[src/core/otc_pkg.sv]
// Shared constants for the on-chip trigger capture unit
package otc_pkg;
	// ---------------------------------------------------------------
	// Register map (byte addresses)
	// ---------------------------------------------------------------
	localparam logic [11:0] OTC_CTRL = 12'h000;
	localparam logic [11:0] OTC_STATUS = 12'h004;
	localparam logic [11:0] OTC_IRQ_STAT = 12'h008;
	localparam logic [11:0] OTC_IRQ_MASK = 12'h00C;
	localparam logic [11:0] OTC_WATCH_VAL = 12'h010;
	localparam logic [11:0] OTC_WATCH_CARE = 12'h014;
	localparam logic [11:0] OTC_BP_EN = 12'h018;
	localparam logic [11:0] OTC_CNT_LIMIT = 12'h01C;
	localparam logic [11:0] OTC_SM_SEL = 12'h020;
	localparam logic [11:0] OTC_SM_COND = 12'h024;
	localparam logic [11:0] OTC_RD_ADDR = 12'h028;
	localparam logic [11:0] OTC_RD_DATA = 12'h02C;
	localparam logic [11:0] OTC_RD_REPEAT = 12'h030;
	// ---------------------------------------------------------------
	// Fields
	// ---------------------------------------------------------------
	localparam int OTC_CTRL_ARM = 0;
	localparam int OTC_CTRL_MODE_LSB = 1;
	localparam int OTC_CTRL_COMP = 3;
	localparam int OTC_CTRL_RELEASE = 4;
	localparam int OTC_IRQ_TRIG = 0;
	localparam int OTC_IRQ_FULL = 1;
	localparam logic [31:0] OTC_RESET_WORD = 32'h0000_0000;
	localparam logic [31:0] OTC_ALL_CARE = 32'hFFFF_FFFF;
	localparam int OTC_SM_STATES = 4;
	localparam int OTC_CNT_WIDTH = 16;
	// Trigger modes
	typedef enum logic [1:0] {OTC_MODE_SIMPLE, OTC_MODE_COUNTER, OTC_MODE_SM} otc_mode_type;
	// Capture states
	typedef enum {OTC_IDLE, OTC_ARMED, OTC_DONE} otc_cap_type;
endpackage

[src/core/otc_capture_unit.sv]
// One trigger and capture unit with APB register access
//
// The APB register port and the register offsets were left to the implementer.
`timescale 1ns/1ps
module otc_capture_unit
#(
	parameter int WATCH_W = 8,
	parameter int BP_N = 4,
	parameter int DEPTH_LOG2 = 6,
	parameter int CNT_W = otc_pkg::OTC_CNT_WIDTH,
	parameter int SM_STATES = otc_pkg::OTC_SM_STATES,
	parameter bit SAMPLE_NEGEDGE = 1'b0
)
(
	// APB slave
	input wire logic pclk,
	input wire logic presetn,
	input wire logic pce,
	input wire logic psel,
	input wire logic penable,
	input wire logic pwrite,
	input wire logic [11:0] paddr,
	input wire logic [31:0] pwdata,
	output logic [31:0] prdata,
	output logic pready,
	output logic pslverr,
	// Observed design
	input wire logic sample_clk,
	input wire logic [WATCH_W-1:0] watch_in,
	input wire logic [BP_N-1:0] bp_active,
	input wire logic group_arm,
	// Status out
	output logic irq,
	output logic triggered,
	output logic data_ready
);
	import otc_pkg::*;

	localparam int DEPTH = 1 << DEPTH_LOG2;
	localparam int CW = (CNT_W > 0) ? CNT_W : 1;

	// ---------------------------------------------------------------
	// Registers
	// ---------------------------------------------------------------
	logic arm_sw;
	otc_mode_type mode;
	logic comp_en;
	logic [WATCH_W-1:0] watch_val;
	logic [WATCH_W-1:0] watch_care;
	logic [BP_N-1:0] bp_en;
	logic [CW-1:0] cnt_limit;
	logic [1:0] sm_sel;
	logic [WATCH_W-1:0] sm_val [SM_STATES];
	logic [DEPTH_LOG2-1:0] rd_addr;
	logic [1:0] irq_stat;
	logic [1:0] irq_mask;
	otc_cap_type cap_state;
	logic [DEPTH_LOG2-1:0] wr_ptr;
	logic wrapped;
	logic [WATCH_W-1:0] mem_data [DEPTH];
	logic [15:0] mem_rep [DEPTH];
	logic [WATCH_W-1:0] last_data;
	logic [15:0] rep_cnt;
	logic [CW-1:0] ev_cnt;
	logic [1:0] sm_state;
	logic samp_d;
	logic samp_q;

	wire logic wr_acc = psel && penable && pwrite && pce;
	wire logic rd_acc = psel && penable && !pwrite && pce;

	// Match with don't-care bits; zero care bits always match
	function automatic logic masked_match(input logic [WATCH_W-1:0] v,
		input logic [WATCH_W-1:0] ref_v, input logic [WATCH_W-1:0] care);
		masked_match = ((v ^ ref_v) & care) == '0;
	endfunction

	// ---------------------------------------------------------------
	// Sample edge select: sampling runs in pclk, edge picked on sample_clk
	// ---------------------------------------------------------------
	// Edge detection on the sampled clock keeps one clock domain
	always_ff @(posedge pclk or negedge presetn)
	begin
		if (!presetn)
		begin
			samp_d <= 1'b0;
			samp_q <= 1'b0;
		end
		else if (pce)
		begin
			samp_d <= sample_clk;
			samp_q <= samp_d;
		end
	end
	wire logic samp_edge = SAMPLE_NEGEDGE ? (samp_q && !samp_d) : (!samp_q && samp_d);

	// ---------------------------------------------------------------
	// Trigger logic
	// ---------------------------------------------------------------
	wire logic sig_match = masked_match(watch_in, watch_val, watch_care);
	wire logic bp_hit = |(bp_active & bp_en);
	wire logic simple_trig = sig_match && bp_hit;
	logic next_trig;
	// Mode select; simple mode after reset
	always_comb
	begin
		case (mode)
			OTC_MODE_SIMPLE: next_trig = simple_trig;
			OTC_MODE_COUNTER: next_trig = (CNT_W > 0) ? (simple_trig && ev_cnt == cnt_limit)
				: simple_trig;
			OTC_MODE_SM: next_trig = (sm_state == 2'(SM_STATES - 1)) && bp_hit
				&& masked_match(watch_in, sm_val[sm_state], watch_care);
			default: next_trig = simple_trig;
		endcase
	end

	// Event counter; unused and constant when width is zero
	always_ff @(posedge pclk or negedge presetn)
	begin
		if (!presetn)
			ev_cnt <= '0;
		else if (pce && cap_state != OTC_ARMED)
			ev_cnt <= '0;
		else if (pce && samp_edge && simple_trig && CNT_W > 0)
			ev_cnt <= ev_cnt + 1'b1;
	end

	// State sequencer walks on per-state conditions loaded by software
	always_ff @(posedge pclk or negedge presetn)
	begin
		if (!presetn)
			sm_state <= '0;
		else if (pce && cap_state != OTC_ARMED)
			sm_state <= '0;
		else if (pce && samp_edge && sm_state != 2'(SM_STATES - 1)
			&& masked_match(watch_in, sm_val[sm_state], watch_care))
			sm_state <= sm_state + 1'b1;
	end

	// ---------------------------------------------------------------
	// Capture state machine
	// ---------------------------------------------------------------
	// Group arm lets several units start on the same pclk cycle
	wire logic arm_req = arm_sw || group_arm;
	always_ff @(posedge pclk or negedge presetn)
	begin
		if (!presetn)
			cap_state <= OTC_IDLE;
		else if (pce)
		begin
			case (cap_state)
				OTC_IDLE: if (arm_req) cap_state <= OTC_ARMED;
				OTC_ARMED: if (samp_edge && next_trig) cap_state <= OTC_DONE;
				OTC_DONE: if (wr_acc && paddr == OTC_CTRL && pwdata[OTC_CTRL_RELEASE])
					cap_state <= OTC_IDLE;
				default: cap_state <= OTC_IDLE;
			endcase
		end
	end
	// Simple-mode decisions checked at the capture state
	wire logic simple_eval = pce && mode == OTC_MODE_SIMPLE && cap_state == OTC_ARMED && samp_edge;
	property p_no_match_hold;
		@(posedge pclk) disable iff (!presetn)
		simple_eval && ((watch_in ^ watch_val) & watch_care) != '0 |=> cap_state == OTC_ARMED;
	endproperty
	a_no_match_hold: assert property (p_no_match_hold)
		else $error("trigger fired without a signal match");
	property p_no_bp_hold;
		@(posedge pclk) disable iff (!presetn)
		simple_eval && (bp_active & bp_en) == '0 |=> cap_state == OTC_ARMED;
	endproperty
	a_no_bp_hold: assert property (p_no_bp_hold)
		else $error("trigger fired without an enabled breakpoint");
	property p_simple_fire;
		@(posedge pclk) disable iff (!presetn)
		simple_eval && sig_match && bp_hit |=> cap_state == OTC_DONE;
	endproperty
	a_simple_fire: assert property (p_simple_fire)
		else $error("match and breakpoint together did not fire");
	property p_group_arm;
		@(posedge pclk) disable iff (!presetn)
		pce && cap_state == OTC_IDLE && group_arm |=> cap_state == OTC_ARMED;
	endproperty
	a_group_arm: assert property (p_group_arm)
		else $error("group arm did not arm an idle unit");

	// Buffer write; run-length repeat count when compression is on
	always_ff @(posedge pclk or negedge presetn)
	begin
		if (!presetn)
		begin
			wr_ptr <= '0;
			wrapped <= 1'b0;
			last_data <= '0;
			rep_cnt <= '0;
		end
		else if (pce && cap_state == OTC_IDLE && arm_req)
		begin
			wr_ptr <= '0;
			wrapped <= 1'b0;
			rep_cnt <= '0;
		end
		else if (pce && cap_state == OTC_ARMED && samp_edge)
		begin
			if (comp_en && rep_cnt != 16'hFFFF && watch_in == last_data && wr_ptr != '0)
			begin
				rep_cnt <= rep_cnt + 16'h0001;
				mem_rep[wr_ptr - 1'b1] <= rep_cnt + 16'h0001;
			end
			else
			begin
				mem_data[wr_ptr] <= watch_in;
				mem_rep[wr_ptr] <= 16'h0000;
				rep_cnt <= '0;
				wr_ptr <= wr_ptr + 1'b1;
				if (wr_ptr == DEPTH_LOG2'(DEPTH - 1))
					wrapped <= 1'b1;
			end
			last_data <= watch_in;
		end
	end
	// Captured contents stay put until released
	property p_done_frozen;
		@(posedge pclk) disable iff (!presetn)
		cap_state == OTC_DONE |=> $stable(wr_ptr) && $stable(wrapped);
	endproperty
	a_done_frozen: assert property (p_done_frozen)
		else $error("buffer pointer moved after the trigger");

	// ---------------------------------------------------------------
	// Software registers
	// ---------------------------------------------------------------
	always_ff @(posedge pclk or negedge presetn)
	begin
		if (!presetn)
		begin
			arm_sw <= 1'b0;
			mode <= OTC_MODE_SIMPLE;
			comp_en <= 1'b0;
			watch_val <= '0;
			watch_care <= '0;
			bp_en <= '0;
			cnt_limit <= '0;
			sm_sel <= '0;
			rd_addr <= '0;
			irq_mask <= '0;
		end
		else if (pce)
		begin
			arm_sw <= 1'b0;
			if (wr_acc)
			begin
				case (paddr)
					OTC_CTRL:
					begin
						arm_sw <= pwdata[OTC_CTRL_ARM];
						mode <= otc_mode_type'(pwdata[OTC_CTRL_MODE_LSB +: 2]);
						comp_en <= pwdata[OTC_CTRL_COMP];
					end
					OTC_IRQ_MASK: irq_mask <= pwdata[1:0];
					OTC_WATCH_VAL: watch_val <= pwdata[WATCH_W-1:0];
					OTC_WATCH_CARE: watch_care <= pwdata[WATCH_W-1:0];
					OTC_BP_EN: bp_en <= pwdata[BP_N-1:0];
					OTC_CNT_LIMIT: cnt_limit <= pwdata[CW-1:0];
					OTC_SM_SEL: sm_sel <= pwdata[1:0];
					OTC_RD_ADDR: rd_addr <= pwdata[DEPTH_LOG2-1:0];
					default: ;
				endcase
			end
		end
	end

	// Per-state conditions, loadable while running
	always_ff @(posedge pclk)
	begin
		if (pce && wr_acc && paddr == OTC_SM_COND)
			sm_val[sm_sel] <= pwdata[WATCH_W-1:0];
	end

	// Sticky events; a read clears only the bits it handed out, so an event
	// landing between setup and access is not lost; set still wins
	wire logic ev_trig = pce && cap_state == OTC_ARMED && samp_edge && next_trig;
	wire logic ev_full = pce && cap_state == OTC_ARMED && samp_edge
		&& wr_ptr == DEPTH_LOG2'(DEPTH - 1);
	always_ff @(posedge pclk or negedge presetn)
	begin
		if (!presetn)
			irq_stat <= '0;
		else if (pce)
			irq_stat <= (irq_stat & ~((rd_acc && paddr == OTC_IRQ_STAT) ? prdata[1:0] : 2'b00))
				| {ev_full, ev_trig};
	end

	// Read mux and registered outputs
	always_ff @(posedge pclk or negedge presetn)
	begin
		if (!presetn)
		begin
			prdata <= '0;
			pready <= 1'b0;
			pslverr <= 1'b0;
			irq <= 1'b0;
			triggered <= 1'b0;
			data_ready <= 1'b0;
		end
		else if (pce)
		begin
			pready <= psel && !penable && !pready;
			pslverr <= 1'b0;
			prdata <= '0;
			irq <= |(irq_stat & irq_mask);
			triggered <= cap_state == OTC_DONE;
			data_ready <= cap_state == OTC_DONE;
			if (psel && !penable)
			begin
				case (paddr)
					OTC_CTRL: prdata <= {27'h0, 1'b0, comp_en, mode, 1'b0};
					OTC_STATUS: prdata <= {16'h0, wrapped, 7'(wr_ptr), 6'h0, cap_state == OTC_DONE,
						cap_state == OTC_ARMED};
					OTC_IRQ_STAT: prdata <= {30'h0, irq_stat};
					OTC_IRQ_MASK: prdata <= {30'h0, irq_mask};
					OTC_WATCH_VAL: prdata <= 32'(watch_val);
					OTC_WATCH_CARE: prdata <= 32'(watch_care);
					OTC_BP_EN: prdata <= 32'(bp_en);
					OTC_CNT_LIMIT: prdata <= 32'(cnt_limit);
					OTC_SM_SEL: prdata <= {30'h0, sm_sel};
					OTC_RD_ADDR: prdata <= 32'(rd_addr);
					OTC_RD_DATA: prdata <= 32'(mem_data[rd_addr]);
					OTC_RD_REPEAT: prdata <= {16'h0, mem_rep[rd_addr]};
					default: pslverr <= 1'b0;
				endcase
			end
		end
	end
	// Status outputs follow a fired unit one pclk cycle later
	property p_done_flags;
		@(posedge pclk) disable iff (!presetn)
		pce && cap_state == OTC_DONE |=> triggered && data_ready;
	endproperty
	a_done_flags: assert property (p_done_flags)
		else $error("fired unit did not flag its data");
endmodule

[config.mk]
export PLATFORM = sky130hd
export DESIGN_NAME = otc_capture_unit
export DESIGN_NICKNAME = d
export VERILOG_FILES = /design/src/core/otc_pkg.sv /design/src/core/otc_capture_unit.sv
export SDC_FILE = /design/constraint.sdc
export NUM_CORES = 2
export LEC_CHECK = 0
export ABC_AREA = 1
export BUFFER_PORTS_ARGS = -buffer_cell sky130_fd_sc_hd__buf_2
export CORE_AREA = 4 4 402 404
export DETAILED_ROUTE_END_ITERATION = 6
export DIE_AREA = 0 0 406 408
export GPL_ROUTABILITY_DRIVEN = 0
export SLEW_MARGIN = 30
export SYNTH_ARGS = -nofsm -noshare
export SYNTH_HDL_FRONTEND = slang
export SYNTH_SLANG_ARGS = --single-unit
[constraint.sdc]
create_clock -name pclk -period 5.1 [get_ports pclk]
set_input_delay 0.255 -clock pclk [delete_from_list [all_inputs] [get_ports pclk]]
set_output_delay 0.255 -clock pclk [all_outputs]
set_load 0.005 [all_outputs]
==> metrics.md <==
| Metric | Value |
|---|---|
| Status | completed |
| Setup Skew | about 27 ps |
| Num Clock Sinks | 1692 |
| Cell Pwr Density | 354 nW/um^2 |
| Met2 GRT Util | between 30% and 40% |
| Post-Synth Adder-Cell Area | 0.124% |
| DRC violations left | 0 |
| WL/cell | between 20 and 25 um |
| Worst flop-to-flop path startpoint | wr_ptr[0] |
| Main synth FF type | edfxtp_1 |
| First-pass GRT wire length | 287 mm |
| Synthesized area | 70800 sq um |
| Diodes inserted | 0 |
| Insertion delay to the later sink of the worst-skew pair | 800 ps |
| Fmax | between 200 and 250 MHz |
| Crit path kind | reg -> reg |
| Clk buf depth | 3 |
| First-pass DRT Iterations | 6 |
| Layout fillers | 13900 |
| Post-synth top area share | 66.5% |
| Tmin final | 4290 ps |
| IO buf count | 67 |
| Max_slew headroom | 29.8% |
| Met1 global-route usage | 31.9% |
| EDFF count, synth | around 1600 |
| Max FO, Critical Path | 64 |
| Initial antenna violation count | 2 |
| DIE AREA | ~170000 sq um |
| Multi-input gate area | about 19000 sq um |
| Endpoints failing setup | 0 |
| Synthesis Warnings | 0 |
| Crit end category | register |
| CTS tree | done |
| Hold depth | 6 |
| Setup_tns | 0 ps |
| Num CTS Buffers | roughly 170 |
| Min-Delay Path Class | in -> reg |
| Vias/cell | 5.47 |
| RSZ-0062 raised after global routing | false |
| Num ports | 101 |
| Cells after synthesis | 6435 |
| Global route total overflow | 0 |
| Final worst-path cycle share | 84.0% |
| Max cap viols | 0 |
| Reg2Reg Capture Point | mem_rep[8][2] |
| Initial cell density of the core | 44.9% |
| GRT busiest layer | met2 |
| Xor and xnor fraction of the mapped netlist area | 0.383% |
| P&R area growth vs syn | 12.2% |
| Compound-Gate Fraction of Synth Area | 1.60% |
| FFs w/ async S/R, synth | 7.33% |
| Detail Placement HPWL | 110 mm |
| Via Count | 47600 |
| Synth area leaders | edfxtp_1 66%, nand2_1 12%, nand3_1 9.6%, dfrtp_1 4.4%, clkbuf_1 1.4% |
| Row cnt | 146 |
| Worst hold endpoint | prdata[5] |
| Main combinational cell family by area after synthesis | simple AND/OR/NAND/NOR gates |
| Overall die height | 408 um |
| Share of layout cells above drive strength 1 | 8.23% |
| PnR worst setup slack | 814 ps |
| Core box area | 158000 sq um |
| Initial DRC count | about 4700 |
| Routed WL | 192 mm |
| Most common library cell in the layout ignoring fill and taps | nand2_1 |
| Fin area | about 80000 sq um |
| H-tree Lvls | 4 |
| Mux cell area share after synthesis | less than 1% |
| Biggest area consumer among synthesized cells | edfxtp_1 |
| Startpoint Class | register |
| Slew Limit Fails | 0 |
| CTS clock-pin slew for the worst setup and hold paths | 60 ps |
| Least-Margin Pin Slew | about 1100 ps |
| Simple-gate share of the synthesized area | between 20% and 30% |
| Final net count | approximately 6600 |
| Yosys cell types | 50 |
| P_leak | 29.1 nW |
| VDD IR-drop max | around 0.0003 V |
| Gr usage total | 22.9% |
| Post-route ant nets | 0 |
| Vias in the first global route | 45200 |
| Clock Tree Root | clkbuf_16 |
| Sequential area share after synthesis | 70.9% |
| Worst path required time | 5550 ps |
| Largest net degree at the start of global routing | 193 |
| Met3 GRT Util | between 3 and 4% |
| R2R Setup Slk | a little over 800 ps |
| Post-synthesis register bit count | around 1700 |
| Commonest non-fill, non-tap cells in the layout | 2224 x nand2_1, 1568 x edfxtp_1, 1362 x nand3_1, 226 x nor2_1, 175 x clkbuf_16 |
| Setup WS pre-CTS | 859 ps |
| Post-CTS Setup Bufs | 0 |
| Sequential Area | 50200 sq um |
| Hold Path Origin | paddr[2] |
| Avg Inst Size Synth | 11.0 sq um |
| Hold Vio Cnt, Final | 0 |
| FF-to-FF path depth | 12 |
| Placed instance area | around 74000 sq um |
| Worst path arrival time | 4740 ps |
| Die width | just over 400 um |
[sequential cells by signal, indices dropped and copies added (netlist names), 8 cells and up]
signal,cells
ev_cnt,16
rep_cnt,16
sm_val,32
mem_rep,1024
prdata,16
cnt_limit,16
last_data,8
watch_val,8
mem_data,512
watch_care,8
[critical path, cell delays in order, from the launching register on]
cell and delay, ps:
dfrtp_1 500, clkinv_1 400, ha_1 380, nand3_1 170
nor2_1 60, nor2_1 70, and3_1 250, nand2_4 120
nand2_4 270, clkinv_1 410, buf_4 420, nor2_4 120
buf_4 690
[cell usage after synthesis (20+ instances only)]
cell         n
a21oi_1     27
buf_1       41
buf_2       57
buf_4       20
clkbuf_1   259
dfrtp_1    124
edfxtp_1  1568
inv_1      167
nand2_1   2225
nand3_1   1362
nor2_1     257
nor3_1      31
o21ai_0    106
o22ai_1     28
xor2_1      24
[report_power, final]
group | total (W) | leakage (nW) | internal [W] | switching (W)
clock network | 0.0117 | 2.50 | 0.00660 | 0.00510
registers | 0.0152 | 15.8 | 0.0151 | 0.0000894
logic | 0.00125 | 10.8 | 0.000318 | 0.000929
total | 0.0282 | 29.1 | 0.0220 | 0.00612
[routing by layer]
layer | vias to the layer above | wire length [um]
li1 | 22400 | -
met1 | 23200 | 82000
met2 | 1692 | 91600
met3 | 301 | 12500
met4 | 0 | 6420
met5 | - | 0
[how the worst max path moves through the flow]
| stage | from | to | slack (ps) |
|---|---|---|---|
| after global routing | wr_ptr[0] | mem_rep[26][7] | 550 |
| after detailed placement | wr_ptr[0] | mem_rep[8][2] | 860 |
| final | wr_ptr[0] | mem_rep[8][2] | 810 |
| after global placement | wr_ptr[0] | mem_rep[9][2] | 970 |
| after CTS | wr_ptr[0] | mem_rep[20][2] | 850 |
| after floorplan | wr_ptr[0] | mem_rep[0][10] | 880 |
[timing repair]
item	4_1_cts	5_1_grt
setup endpoints to repair	0	0
hold buffers	38	0
resized for setup	0	0
endpoints found under the hold margin	162	0
[per-stage QoR]
step / std cells / power, W / util (%) / hold slack (ps)
CTS: 8706 / 0.0283 / 50.3 / 52.7
global route: 8707 / 0.0290 / 50.3 / 147
detailed placement: 8369 / 0.0167 / 46.8 / 286
global placement: 8369 / 0.0167 / 46.8 / 279
finish: 8707 / 0.0282 / 50.3 / 103
floorplan: 6451 / 0.0163 / - / -40.6
[final cells by class]
type,instances,area share (%)
sequential,1692,63.2
multi-input combinational,4197,23.4
clock buffer,228,5.84
tap,2072,3.26
timing repair buffer,264,2.79
inverter,183,0.896
clock inverter,71,0.613
[kinds of logic after synthesis]
group / after synthesis
other: 1
XOR/XNOR: 31
AO/OA/AOI/OAI: 197
adder cells (fa/ha/maj): 7
flip-flops: 1692
AND/OR/NAND/NOR: 3942
multiplexers: 3
buffers and inverters: 562
(Power assumes the default switching activity.)
